==> config.mk <==
export PLATFORM = sky130hd
export DESIGN_NAME = uvoc_regs
export DESIGN_NICKNAME = d
export VERILOG_FILES = /design/src/uvoc_pkg.sv /design/src/uvoc_regs.sv
export VERILOG_INCLUDE_DIRS = /design/src
export SDC_FILE = /design/constraint.sdc
export NUM_CORES = 1
export LEC_CHECK = 0
export ABC_AREA = 0
export BUFFER_PORTS_ARGS = -buffer_cell sky130_fd_sc_hd__buf_4
export CAP_MARGIN = 20
export CORE_UTILIZATION = 54
export DETAILED_ROUTE_END_ITERATION = 7
export PLACE_DENSITY = 0.88
export SYNTH_ARGS = -nofsm -noshare
export SYNTH_HDL_FRONTEND = slang
export SYNTH_SLANG_ARGS = --single-unit
==> constraint.sdc <==
create_clock -name core_clk_i -period 2.7 [get_ports core_clk_i]
set_input_delay 0.135 -clock core_clk_i [delete_from_list [all_inputs] [get_ports core_clk_i]]
set_output_delay 0.135 -clock core_clk_i [all_outputs]
set_load 0.1 [all_outputs]
==> src/uvoc_map.svh <==
// register offsets, field positions, reset values and timing figures
`ifndef UVOC_MAP_SVH
`define UVOC_MAP_SVH
`define UVOC_CMD_UV_ACT   8'h45
`define UVOC_CMD_OC_LIM   8'h46
`define UVOC_UV_B_ZERO    7
`define UVOC_UV_B_ACTN    6
`define UVOC_UV_B_RS_HI   5
`define UVOC_UV_B_RS_LO   3
`define UVOC_UV_B_TD_HI   1
`define UVOC_OC_B_EXP_LO  11
`define UVOC_OC_B_PH7     7
`define UVOC_OC_B_PH6     6
`define UVOC_OC_B_CODE_HI 5
`define UVOC_RST_ACTN     1'b1
`define UVOC_RST_RETRY    3'h0
`define UVOC_RST_DELAY    2'h0
`define UVOC_RST_OCLIM    8'h00
`define UVOC_RETRY_LATCH  3'h0
`define UVOC_RETRY_AUTO   3'h7
`define UVOC_OC_EXP_HALF  5'h1f
`define UVOC_OC_EXP_ONE   5'h00
`define UVOC_OC_RSVD      3'h0
`define UVOC_CNT_W        23
`define UVOC_CLK_NS       10
`define UVOC_TD_2US_NS    2000
`define UVOC_TD_16US_NS   16000
`define UVOC_TD_64US_NS   64000
`define UVOC_HICCUP_MS    52
`define UVOC_TD_2US_CYC   (`UVOC_TD_2US_NS / `UVOC_CLK_NS)
`define UVOC_TD_16US_CYC  (`UVOC_TD_16US_NS / `UVOC_CLK_NS)
`define UVOC_TD_64US_CYC  (`UVOC_TD_64US_NS / `UVOC_CLK_NS)
`define UVOC_HICCUP_CYC   (`UVOC_HICCUP_MS * 1000000 / `UVOC_CLK_NS)
`endif

==> src/uvoc_pkg.sv <==
// types of the undervoltage response and overcurrent limit block
package uvoc_pkg;
    typedef enum logic [1:0] {
        uvoc_run,
        uvoc_wait,
        uvoc_latch,
        uvoc_hiccup
    } uvoc_state_e;

    typedef struct packed {
        uvoc_state_e state;
        logic [22:0] cnt;
        logic        act_n;
        logic [2:0]  retry;
        logic [1:0]  delay;
        logic [7:0]  oc_lim;
        logic        ign_pend;
        logic        uv_flag;
        logic        cml_flag;
        logic        ivd_flag;
        logic        oc_fault;
        logic        resp_valid;
        logic        resp_nack;
        logic [15:0] rdata;
    } uvoc_regs_s;
endpackage : uvoc_pkg

==> src/uvoc_regs.sv <==
// undervoltage fault response and valley overcurrent limit command registers
// Summary of operation
// uv fault sets three status flags and alert
// response register is byte at 45h
// bit 7 reads 0; writing 1 nacks, ivd
// active-low act bit 0 ignores the fault
// act bit 1: wait delay, then retry action
// earlier ignored fault acted on when enabled
// retry 000b latches off until enable toggle
// retry 111b restarts after 52 ms hiccup
// other retry codes rejected as invalid data
// restore copies stored bit 5 to all three
// delay codes select 2, 16, 64 us
// fault gone early resets counter, output stays
// delay bit 2 reads 0, writes ignored
// limit register is word at 46h
// valley current compared against programmed threshold
// exponent read-only, 0.5 A or 1 A step
// limit bits 10:8 always read zero
// bit 7 writable only above two phases
// bit 6 writable only above one phase
// code bits writable and restored at startup
// uv detection only after soft-start done
// read-only limit change nacks, sets cml, ivd
// clear faults drops record and status flags
// delay code 011b uses longest delay
`include "uvoc_map.svh"

module uvoc_regs #(
    parameter logic [`UVOC_CNT_W-1:0] DLY64_CYC  = `UVOC_CNT_W'(`UVOC_TD_64US_CYC),
    parameter logic [`UVOC_CNT_W-1:0] HICCUP_CYC = `UVOC_CNT_W'(`UVOC_HICCUP_CYC)
) (
    input  wire logic        core_clk_i,
    input  wire logic        resetn_i,
    input  wire logic        cmd_valid_i,
    input  wire logic        cmd_write_i,
    input  wire logic [7:0]  cmd_code_i,
    input  wire logic [15:0] cmd_data_i,
    output logic             resp_valid_o,
    output logic             resp_nack_o,
    output logic [15:0]      resp_rdata_o,
    input  wire logic        clear_faults_i,
    input  wire logic        nvm_load_i,
    input  wire logic [7:0]  nvm_uv_byte_i,
    input  wire logic [5:0]  nvm_oc_code_i,
    input  wire logic        enable_i,
    input  wire logic        soft_start_done_i,
    input  wire logic        uv_below_i,
    input  wire logic [1:0]  phase_count_i,
    input  wire logic        oc_lsb_half_i,
    input  wire logic [7:0]  valley_code_i,
    output logic             output_en_o,
    output logic             oc_fault_o,
    output logic             uv_fault_flag_o,
    output logic             vout_group_flag_o,
    output logic             vout_uv_flag_o,
    output logic             comm_error_flag_o,
    output logic             invalid_data_flag_o,
    output logic             alert_n_pin_o,
    output logic             alert_n_pin_oe_n_o
);

    uvoc_pkg::uvoc_regs_s r_reg;
    uvoc_pkg::uvoc_regs_s r_next;

    logic                   conv_on;
    logic                   uv_det;
    logic                   uv_cond;
    logic [4:0]             oc_exp;
    logic [15:0]            oc_rd;
    logic [7:0]             uv_rd;
    logic [`UVOC_CNT_W-1:0] dly_cyc;
    logic                   uv_bad;
    logic                   oc_bad;
    logic                   ph7_wr;
    logic                   ph6_wr;
    logic [7:0]             oc_wr;

    assign conv_on = (r_reg.state == uvoc_pkg::uvoc_run)
                  || (r_reg.state == uvoc_pkg::uvoc_wait);

    // detection only while converting and past soft-start
    assign uv_det  = uv_below_i && soft_start_done_i && conv_on;
    assign uv_cond = uv_det || r_reg.ign_pend;

    assign oc_exp = oc_lsb_half_i ? `UVOC_OC_EXP_HALF : `UVOC_OC_EXP_ONE;
    assign oc_rd  = {oc_exp, `UVOC_OC_RSVD, r_reg.oc_lim};
    assign uv_rd  = {1'b0, r_reg.act_n, r_reg.retry, 1'b0, r_reg.delay};

    always_comb
    begin
        unique case (r_reg.delay)
            2'h0:    dly_cyc = `UVOC_CNT_W'(`UVOC_TD_2US_CYC);
            2'h1:    dly_cyc = `UVOC_CNT_W'(`UVOC_TD_16US_CYC);
            default: dly_cyc = DLY64_CYC;
        endcase
    end

    // byte write checks
    always_comb
    begin
        uv_bad = cmd_data_i[`UVOC_UV_B_ZERO];
        if ((cmd_data_i[`UVOC_UV_B_RS_HI:`UVOC_UV_B_RS_LO] != `UVOC_RETRY_LATCH)
            && (cmd_data_i[`UVOC_UV_B_RS_HI:`UVOC_UV_B_RS_LO] != `UVOC_RETRY_AUTO))
        begin
            uv_bad = 1'b1;
        end
    end

    // word write checks against the phase-dependent access
    assign ph7_wr = (phase_count_i > 2'd2);
    assign ph6_wr = (phase_count_i > 2'd1);

    always_comb
    begin
        oc_bad = (cmd_data_i[15:8] != oc_rd[15:8]);
        if (!ph7_wr && (cmd_data_i[`UVOC_OC_B_PH7] != r_reg.oc_lim[`UVOC_OC_B_PH7]))
        begin
            oc_bad = 1'b1;
        end
        if (!ph6_wr && (cmd_data_i[`UVOC_OC_B_PH6] != r_reg.oc_lim[`UVOC_OC_B_PH6]))
        begin
            oc_bad = 1'b1;
        end
        oc_wr = cmd_data_i[7:0];
    end

    always_comb
    begin
        r_next            = r_reg;
        r_next.resp_valid = 1'b0;
        r_next.resp_nack  = 1'b0;

        // clear first so a same-cycle set below wins
        if (clear_faults_i)
        begin
            r_next.uv_flag  = 1'b0;
            r_next.cml_flag = 1'b0;
            r_next.ivd_flag = 1'b0;
            r_next.ign_pend = 1'b0;
        end
        if (uv_det)
        begin
            r_next.uv_flag = 1'b1;
        end
        if (uv_det && !r_reg.act_n)
        begin
            r_next.ign_pend = 1'b1;
        end

        // nonvolatile restore
        if (nvm_load_i)
        begin
            r_next.act_n = nvm_uv_byte_i[`UVOC_UV_B_ACTN];
            r_next.retry = {3{nvm_uv_byte_i[`UVOC_UV_B_RS_HI]}};
            r_next.delay = nvm_uv_byte_i[`UVOC_UV_B_TD_HI:0];
            r_next.oc_lim[`UVOC_OC_B_CODE_HI:0] = nvm_oc_code_i;
        end

        // host command, one answer per request
        if (cmd_valid_i)
        begin
            r_next.resp_valid = 1'b1;
            r_next.rdata      = 16'h0000;
            case (cmd_code_i)
                `UVOC_CMD_UV_ACT:
                begin
                    if (!cmd_write_i)
                    begin
                        r_next.rdata = {8'h00, uv_rd};
                    end
                    else if (uv_bad)
                    begin
                        r_next.resp_nack = 1'b1;
                        r_next.ivd_flag  = 1'b1;
                    end
                    else
                    begin
                        r_next.act_n = cmd_data_i[`UVOC_UV_B_ACTN];
                        r_next.retry = cmd_data_i[`UVOC_UV_B_RS_HI:`UVOC_UV_B_RS_LO];
                        r_next.delay = cmd_data_i[`UVOC_UV_B_TD_HI:0];
                    end
                end
                `UVOC_CMD_OC_LIM:
                begin
                    if (!cmd_write_i)
                    begin
                        r_next.rdata = oc_rd;
                    end
                    else if (oc_bad)
                    begin
                        r_next.resp_nack = 1'b1;
                        r_next.cml_flag  = 1'b1;
                        r_next.ivd_flag  = 1'b1;
                    end
                    else
                    begin
                        r_next.oc_lim = oc_wr;
                    end
                end
                default:
                begin
                    r_next.resp_nack = 1'b1;
                    r_next.cml_flag  = 1'b1;
                end
            endcase
        end

        // fault response sequence
        unique case (r_reg.state)
            uvoc_pkg::uvoc_run:
            begin
                r_next.cnt = '0;
                if (r_reg.act_n && uv_cond)
                begin
                    r_next.state = uvoc_pkg::uvoc_wait;
                end
            end
            uvoc_pkg::uvoc_wait:
            begin
                if (!r_reg.act_n || !uv_cond)
                begin
                    r_next.state = uvoc_pkg::uvoc_run;
                    r_next.cnt   = '0;
                end
                else if (r_reg.cnt >= dly_cyc - `UVOC_CNT_W'(1))
                begin
                    r_next.cnt      = '0;
                    r_next.ign_pend = 1'b0;
                    if (r_reg.retry == `UVOC_RETRY_AUTO)
                    begin
                        r_next.state = uvoc_pkg::uvoc_hiccup;
                    end
                    else
                    begin
                        r_next.state = uvoc_pkg::uvoc_latch;
                    end
                end
                else
                begin
                    r_next.cnt = r_reg.cnt + `UVOC_CNT_W'(1);
                end
            end
            uvoc_pkg::uvoc_latch:
            begin
                // only an enable toggle or bias loss restarts
                if (!enable_i)
                begin
                    r_next.state = uvoc_pkg::uvoc_run;
                end
            end
            uvoc_pkg::uvoc_hiccup:
            begin
                if (!enable_i || (r_reg.cnt >= HICCUP_CYC - `UVOC_CNT_W'(1)))
                begin
                    r_next.state = uvoc_pkg::uvoc_run;
                    r_next.cnt   = '0;
                end
                else
                begin
                    r_next.cnt = r_reg.cnt + `UVOC_CNT_W'(1);
                end
            end
        endcase

        // valley current against programmed threshold
        r_next.oc_fault = conv_on && (valley_code_i >= r_reg.oc_lim);
    end

    always_ff @(posedge core_clk_i)
    begin
        if (!resetn_i)
        begin
            r_reg            <= '0;
            r_reg.state      <= uvoc_pkg::uvoc_run;
            r_reg.act_n      <= `UVOC_RST_ACTN;
            r_reg.retry      <= `UVOC_RST_RETRY;
            r_reg.delay      <= `UVOC_RST_DELAY;
            r_reg.oc_lim     <= `UVOC_RST_OCLIM;
        end
        else
        begin
            r_reg <= r_next;
        end
    end

    assign resp_valid_o        = r_reg.resp_valid;
    assign resp_nack_o         = r_reg.resp_nack;
    assign resp_rdata_o        = r_reg.rdata;
    assign output_en_o         = enable_i && conv_on;
    assign oc_fault_o          = r_reg.oc_fault;
    assign uv_fault_flag_o     = r_reg.uv_flag;
    assign vout_group_flag_o   = r_reg.uv_flag;
    assign vout_uv_flag_o      = r_reg.uv_flag;
    assign comm_error_flag_o   = r_reg.cml_flag;
    assign invalid_data_flag_o = r_reg.ivd_flag;

    // open-drain alert: pull low while any flag stands
    assign alert_n_pin_o       = 1'b0;
    assign alert_n_pin_oe_n_o  = !(r_reg.uv_flag || r_reg.cml_flag
                                  || r_reg.ivd_flag);

endmodule : uvoc_regs

Word level (Yosys, flattened, before mapping). Cells that the tools add are included.

Register bits: 62. RAM bits: 0. Bits in read-only memories: 0. Memories kept: 0. Input port bits: 58. Latch bits: 0. Output and inout port bits: 27.

Bitwise logic cells: 1. Equal/unequal tests: 15. Add/subtract/negate cells: 2. Div/mod/pow operators: 0. Mux-type cells: 46. Shift-type cells: 0. $mul: 0. Reductions and logical operators: 29. Magnitude comparators: 5.

Operator list (count): one-hot mux 23 bit (3 select lines) (1); 2-to-1 mux 23 bit (2); one-hot mux 16 bit (2 select lines) (1); 2-to-1 mux 6 bit (5); one-hot mux 13 bit (2 select lines) (1); 2-to-1 mux 25 bit (1); 2-to-1 mux 8 bit (3); adder 23 x 1 -> 23 bit (second input constant) (1); greater-or-equal comparator 23 bit (1); greater-or-equal comparator 23 bit (second input constant) (1); subtractor 23 x 1 -> 23 bit (second input constant) (1); 2-to-1 mux 18 bit (1); equality test 8 x 7 -> 1 bit (second input constant) (2); 2-to-1 mux 16 bit (1); 2-to-1 mux 1 bit (15); 2-to-1 mux 14 bit (1); 2-to-1 mux 2 bit (7); logical AND 1 bit (9); greater-or-equal comparator 8 bit (1); inequality test 8 bit (1); one-hot mux 2 bit (4 select lines) (1); AND reduction 4 bit (2); 2-to-1 mux 7 bit (1); logical NOT 1 bit (6); other kinds (19) (32).

Longest topological paths before layout. Gate-level depths: netlist of run 1.

Depth in word-level cells: 9. Gate-level depth with buffers: 11. Mapped depth without buffers: 10.

Least setup slack after synthesis of run 1. No wires, ideal clock.

Path type: register to output. Start: register r_reg (netlist bit uv_fault_flag_o). End: output alert_n_pin_oe_n_o. Setup slack: -0.314 ns. Arrival time: 2.879 ns. Required time: 2.565 ns. Cell stages (with the launch flop): 2. Cell sequence: dfxtp_1 > nor3_1.

Word-level cells in the longest chain between the ends: 3.

Ends and longest elaborated chain: from (decl) (RTL line uvoc_regs.sv:63) `uvoc_pkg::uvoc_regs_s r_reg;`; from (signal assigned) (RTL line uvoc_regs.sv:283) `r_reg <= r_next;`; logical OR 1 bit (RTL line uvoc_regs.sv:300) `assign alert_n_pin_oe_n_o = !(r_reg.uv_flag || r_reg.cml_flag`; logical OR 1 bit (RTL line uvoc_regs.sv:301) `|| r_reg.ivd_flag);`; logical NOT 1 bit (RTL line uvoc_regs.sv:300); to (decl) (RTL line uvoc_regs.sv:60) `output logic alert_n_pin_oe_n_o`.

Every way passes these cells.

Final worst setup path of run 1.
Start: register r_reg[31] (netlist bit). End: register r_reg[56] (netlist bit).

Word-level cells in the longest chain between the ends: 7. Elaborated cells on any way between the ends: 8. Those cells by class: 1 x add/sub; 1 x order compare; 1 x eq/ne; 4 x mux; 1 x reduce/logical.

Ends and longest elaborated chain: equality test 2 x 1 -> 1 bit or logical NOT 2 bit (tied branches) (RTL line uvoc_regs.sv:92) `unique case (r_reg.delay)`; one-hot mux 13 bit (2 select lines) (*) (RTL line uvoc_regs.sv:92); subtractor 23 x 1 -> 23 bit (*) (RTL line uvoc_regs.sv:226) `` else if (r_reg.cnt >= dly_cyc - `UVOC_CNT_W'(1)) ``; greater-or-equal comparator 23 bit (*) (RTL line uvoc_regs.sv:226); 2-to-1 mux 23 bit (*) (RTL line uvoc_regs.sv:226); 2-to-1 mux 25 bit (*) (RTL line uvoc_regs.sv:221) `if (!r_reg.act_n || !uv_cond)`; one-hot mux 23 bit (3 select lines) (*) (RTL line uvoc_regs.sv:210) `unique case (r_reg.state)`.

Mark *: on every way between the ends. The rest lies on a longest branch, timed or not. A chain may end at the register's enable or synchronous reset.

==> flow_metrics.py, run 1 <==
metrics = {
    "run_status": {
        "outcome": "finished clean",
    },
    "finish": {
        "final_cell_mix": "83 x buf_4, 55 x dfxtp_1, 43 x nor2_1",
        "nets": 558,
        "final_common_cell": "buf_4",
        "fillCellCount": 511,
        "largest_reg_flops": 32,
        "drive_gt1_share_pct": 22.2,
        "area_growth_pct": 18.4,
        "diodes": 0,
    },
    "floorplan": {
        "io_pins": 85,
        "core_area_mm2": 0.00596,
        "die_w_um": 81.0,
        "start_util_pct": 56.6,
        "rows": 28,
        "die_y_um": 81.0,
        "dieArea_mm2": 0.00656,
    },
    "sta": {
        "worst_pin_slew_ns": 0.915,
        "final.period_utilization_pct": 91.7,
        "finalSetupTns_ns": 0,
        "clock_skew_ns": 0.0122,
        "setup_violations": 0,
        "relSlewSlack_pct": 38.9,
        "max_clock_freq_mhz": 404,
        "drv_slew": 0,
        "rsz0062_at_grt": "no",
        "finalHoldWorstSlack_ns": 0.0615,
        "min_period_ns": 2.48,
        "hold_viol": 0,
    },
    "clock_tree": {
        "cts_root_buffer": "clkbuf_8",
        "clkLatencyLatePin_ns": 0.32,
        "cts_setup_buffers": 0,
        "path_clk_slew_ns": 0.10,
        "cts_tree": "yes",
        "hold_buffers": 0,
        "htreeDepth": 2,
        "cts_buffers": 5,
        "cts-resized-gates": 0,
        "clkSinkCount": 55,
        "clockBufferDepth": 2,
    },
    "logic_synthesis": {
        "synthMuxAreaShare_pct": 4.23,
        "yosys_most_used_dff": "dfxtp_1",
        "synth_top_family_by_area": "simple AND/OR/NAND/NOR gates",
        "synth_cell_types": 53,
        "synth_top_area_share_pct": 32.7,
        "synth.ff_latch_count": 55,
        "yosysTopAreaCell": "dfxtp_1",
        "synth_area_per_cell_um2": 7.91,
        "netlist_area_mm2": 0.00337,
        "synth_edf_count": 0,
        "synthSimpleGateAreaFrac_pct": 25.5,
        "synthAdderAreaFrac_pct": 7.05,
        "synth.top_cells.by_area": "dfxtp_1 33%, ha_1 7.1%, nor2_1 4.8%",
        "async_flop_share_pct": 0,
        "synthCells": 426,
        "synth_xor_area_share_pct": 0.520,
        "yosys_warnings": 0,
        "synth_compound_area_share_pct": 21.0,
        "synth-seq-area-share_pct": 32.7,
    },
    "pwr": {
        "p_sw_share_pct": 28.6,
        "p_seq_share_pct": 49.2,
        "intPower_mw": 1.22,
        "p_leak_nw": 1.64,
        "combPwrFrac_pct": 18.2,
        "switchingPower_mw": 0.489,
        "peakVddDrop_uv": 347,
        "p_per_area_mw_per_mm2": 429,
        "p_clk_share_pct": 32.6,
    },
    "setup_path": {
        "cpMostUsedCell": "nand2_1",
        "cp_cell_sequence": "nor2b_2 > inv_1 > ha_1 > nand2_1 > o21ai_0 > nor3_1 > a21oi_2 > nand2_1 > buf_4 > a31o_2 > mux2_2",
        "worstPathMaxFanout": 11,
        "endpoint_kind": "flop",
        "crit_required_ns": 2.91,
        "cp-start-kind": "flop",
        "criticalPathCategory": "flop to flop",
        "cp_data_arrival_time_ns": 2.69,
        "timing.rr.start": "r_reg[31]",
        "startpoint": "r_reg[31]",
        "max_stage_delay_ns": 0.40,
        "slowest_stage": "dfxtp_1",
    },
    "route": {
        "dr_total_vias": 3382,
        "routed_wirelength_um": 8660,
        "drcViolationCount": 0,
        "drt_first_pass_iters": 5,
        "antenna_left": 0,
        "wl_per_cell_um": 15.5,
        "drtIter0Drc": 210,
        "vias_per_cell": 6.07,
    },
    "grt": {
        "grt_pass1_wl_um": 13900,
        "grt_max_degree": 31,
        "grt_usage_pct": 27.0,
        "grt_overflow": 0,
        "antenna_found_initial": 0,
        "grt_pass1_vias": 3143,
    },
    "job": {
        "drv_cap": 0,
    },
    "placement": {
        "gp_congestion": 0.874,
        "numPortBuffers": 76,
        "dpl.hpwl_um": 6490,
    },
    "worst_hold_path": {
        "min_path_type": "input port to flop",
        "holdCritStartpoint": "cmd_data_i[1]",
    },
}
## logic make-up (layout without fill, tap and decap cells)
logic type	Yosys count	in the layout
xor+xnor	2	2
mux	14	14
buf+inv	57	110
simple gates	167	167
flops	55	55
fa+ha+maj	19	19
compound gates	110	110
other cells	2	5
## worst max-delay path, delay by kind of cell, from the launching register on
family,cells,cell delay (ns)
AOI/OAI and AO/OA,3,0.69
adders and majority gates,1,0.29
buffers and inverters,2,0.25
DFF,1,0.40
muxes,1,0.26
and+or+nand+nor,4,0.48
## per-stage QoR
step	setup slack [ns]	std cells	instance area (um2)	utilization [%]	power [mW]
2_1_floorplan	0.531	429	3390	-	1.07
3_3_place_gp	0.287	549	3880	65.1	1.16
3_5_place_dp	0.184	549	3880	65.1	1.17
4_1_cts	0.156	557	3990	67.0	1.72
5_1_grt	0.0350	557	3990	67.0	1.77
6_report	0.224	557	3990	67.0	1.71
## metal layers
layer / vias up / wire, um / track usage, %
met3: 21 / 440 / 3.93
met2: 120 / 4380 / 47.8
li1: 1625 / - / -
met4: 0 / 178 / 8.93
met5: - / 0 / 0
met1: 1616 / 3660 / 33.2
## synthesized netlist by cell type (all sizes together) (2+ instances only)
cell type / count
a31o: 4
nor2b: 7
or3: 6
a31oi: 4
or4b: 2
conb: 2
and4: 2
ha: 19
a21oi: 32
nand3: 17
a211oi: 6
nand3b: 5
nand2b: 7
and3: 3
and2: 4
nor2: 43
nor3b: 2
inv: 18
o211ai: 4
nor4: 5
xnor2: 2
nor3: 19
mux2: 2
a22oi: 5
o21ai: 31
or2: 3
nand2: 30
mux2i: 12
o221ai: 2
clkbuf: 13
dfxtp: 55
o21a: 5
a21boi: 3
nand4: 10
buf: 25
a21o: 2
a222oi: 6
## worst paths after layout
path / endpoint / slack (ns) / cells past startpoint
setup / recovery: r_reg[56] / 0.22 / 11
hold / removal: oc_rd[1] / 0.06 / 3
setup reg to reg: r_reg[56] / 0.22 / 11
hold reg to reg: r_reg[35] / 0.50 / 2
## area by class of cell
class | instances | area [um2] | share of cell area, %
clock buffers | 6 | 72.6 | 1.82
repair buffers | 83 | 623 | 15.6
inverters | 19 | 71.3 | 1.79
well taps | 75 | 93.8 | 2.35
flip-flops and latches | 55 | 1100 | 27.6
multi-input cells | 317 | 1990 | 49.9
clock inverters | 2 | 38.8 | 0.972
## power groups by stage
stage	logic, mW	clock network [mW]	registers (mW)
3_5_place_dp	0.309	0	0.862
4_1_cts	0.310	0.566	0.843
6_report	0.311	0.559	0.843
5_1_grt	0.335	0.593	0.846
3_3_place_gp	0.299	0	0.861
2_1_floorplan	0.174	0	0.892
Power figures use the tool's default switching activity.
==> run 2, diff against run 1 <==
- REMOVE_ABC_BUFFERS: default -> 1
==> flow_metrics.py, run 2 (synthesis results as in run 1) <==
metrics = {
    "worst_hold_path": {
        "min_path_type": "input port to flop",
        "hold_end": "oc_rd[1]",
        "holdPathStages": 3,
        "holdCritStartpoint": "cmd_data_i[1]",
    },
    "finish": {
        "nets": 561,
        "final_core_util_pct": 67.1,
        "final_cell_mix": "86 x buf_4, 53 x dfxtp_1, 43 x nor2_1",
        "diodes": 0,
        "largest_reg_flops": 32,
        "fillCellCount": 494,
        "final_common_cell": "buf_4",
        "final_cells": 560,
        "drive_gt1_share_pct": 23.3,
        "area_growth_pct": 18.6,
    },
    "placement": {
        "numPortBuffers": 76,
        "dpl.hpwl_um": 6340,
        "gp_congestion": 0.859,
        "dp.cells": 550,
    },
    "sta": {
        "finalHoldWorstSlack_ns": 0.0538,
        "hold_viol": 0,
        "setup_violations": 0,
        "relSlewSlack_pct": 60.4,
        "drv_slew": 0,
        "finalSetupTns_ns": 0,
        "final.period_utilization_pct": 95.4,
        "worst_pin_slew_ns": 0.593,
        "clock_skew_ns": 0.0117,
        "min_period_ns": 2.58,
        "rsz0062_at_grt": "no",
        "max_clock_freq_mhz": 388,
    },
    "clock_tree": {
        "cts_tree": "yes",
        "path_clk_slew_ns": 0.10,
        "cts_root_buffer": "clkbuf_8",
        "htreeDepth": 2,
        "cts_buffers": 5,
        "clockBufferDepth": 2,
        "clkLatencyLatePin_ns": 0.32,
        "clkSinkCount": 55,
    },
    "grt": {
        "antenna_found_initial": 0,
        "grt_usage_pct": 27.5,
        "grt_max_degree": 38,
        "grt_pass1_vias": 3151,
        "grt_pass1_wl_um": 14100,
        "grt_overflow": 0,
    },
    "floorplan": {
        "die_y_um": 81.0,
        "die_w_um": 81.0,
        "rows": 28,
        "dieArea_mm2": 0.00656,
        "core_area_mm2": 0.00596,
        "io_pins": 85,
        "start_util_pct": 56.6,
    },
    "setup_path": {
        "reg2reg_to": "r_reg[46]",
        "r2r_setup_slack_ns": 0.12,
        "endpoint_kind": "flop",
        "crit_required_ns": 2.94,
        "cp_cell_sequence": "inv_1 > ha_1 > a211oi_1 > nand4_1 > a311oi_2 > a21oi_2 > buf_4 > and2_4 > or4_1 > o21ai_0",
        "cp-start-kind": "flop",
        "cpLargestDelayFamily": "simple AND/OR/NAND/NOR gates",
        "max_stage_delay_ns": 0.47,
        "cp.buffers_inverters": 2,
        "r2r_cells": 10,
        "slowest_stage": "or4_1",
        "criticalPathCategory": "flop to flop",
        "timing.rr.start": "r_reg[32]",
        "cp_data_arrival_time_ns": 2.82,
        "worstPathMaxFanout": 15,
    },
    "pwr": {
        "peakVddDrop_uv": 253,
        "p_leak_nw": 1.65,
        "total_power_mw": 1.63,
        "p_per_area_mw_per_mm2": 408,
    },
    "route": {
        "antenna_left": 0,
        "drtIter0Drc": 293,
        "routed_wirelength_um": 8420,
        "drcViolationCount": 0,
        "dr_total_vias": 3361,
        "vias_per_cell": 6.00,
        "drt_first_pass_iters": 5,
        "wl_per_cell_um": 15.0,
    },
    "run_status": {
        "outcome": "finished clean",
    },
    "job": {
        "drv_cap": 0,
    },
}
[run 2: changes by cell type in the layout (fill, tap and decap cells not counted)]
cell	delta
buf_4	+3
clkinv_4	+2
dfxtp_1	-2
dfxtp_2	+2
bufinv_16	-1
inv_6	-1
nand2_1	-1
nand2_2	+1
[run 2: stage by stage]
step	cell area, um2	worst slack (ns)
2_1_floorplan	3160	-1.45
3_3_place_gp	3880	0.165
3_5_place_dp	3880	0.102
4_1_cts	3970	0.0815
5_1_grt	4000	0.00149
6_report	4000	0.125
[run 2: timing repair]
item / in CTS / in global routing
buffers inserted: 0 / 2
hold buffers: 0 / 0
setup endpoints to repair: 0 / 20
gates resized for setup: 0 / 5
[run 2: worst reg2reg max path, cell delays in order, from the launching register on]
cell and delay, ns:
dfxtp_2 0.39, inv_1 0.11, ha_1 0.33, a211oi_1 0.22, nand4_1 0.18, a311oi_2 0.26
a21oi_2 0.09, buf_4 0.16, and2_4 0.21, or4_1 0.47, o21ai_0 0.08
[run 2: worst max path at each step]
stage                          start  cells past startpoint  slack [ns]               end
finish                     r_reg[32]                     10        0.12         r_reg[46]
global route               r_reg[32]                     10       0.001         r_reg[46]
CTS                        r_reg[31]                     11        0.08         r_reg[42]
detailed placement         r_reg[31]                     10        0.10         r_reg[56]
global placement           r_reg[31]                     10        0.16         r_reg[56]
floorplan           resp_rdata_o[14]                      2       -1.45  resp_rdata_o[14]
[run 2: cell type report]
cell class                      count  area, um2  share of cell area [%]
Clock buffer                        6       72.6                    1.82
Multi-Input combinational cell    317       1990                    49.9
Tap cell                           75       93.8                    2.35
Inverter                           19       71.3                    1.78
Clock inverter                      2       17.5                   0.438
Sequential cell                    55       1100                    27.6
Timing Repair Buffer               86        646                    16.2
[run 2: metal layers]
metal / GRT usage [%] / share of wire (%) / vias to the layer above
met2: 48.9 / 50 / 129
met5: 0 / 0 / -
met4: 9.82 / 1.8 / 0
met1: 33.2 / 42 / 1581
met3: 4.38 / 6.0 / 15
li1: - / - / 1636
[run 2: where the power goes]
group	switching, mW	internal (mW)	total, mW
Combinational	0.196	0.116	0.312
Clock	0.287	0.187	0.474
Sequential	0.0143	0.829	0.844
Total	0.497	1.13	1.63
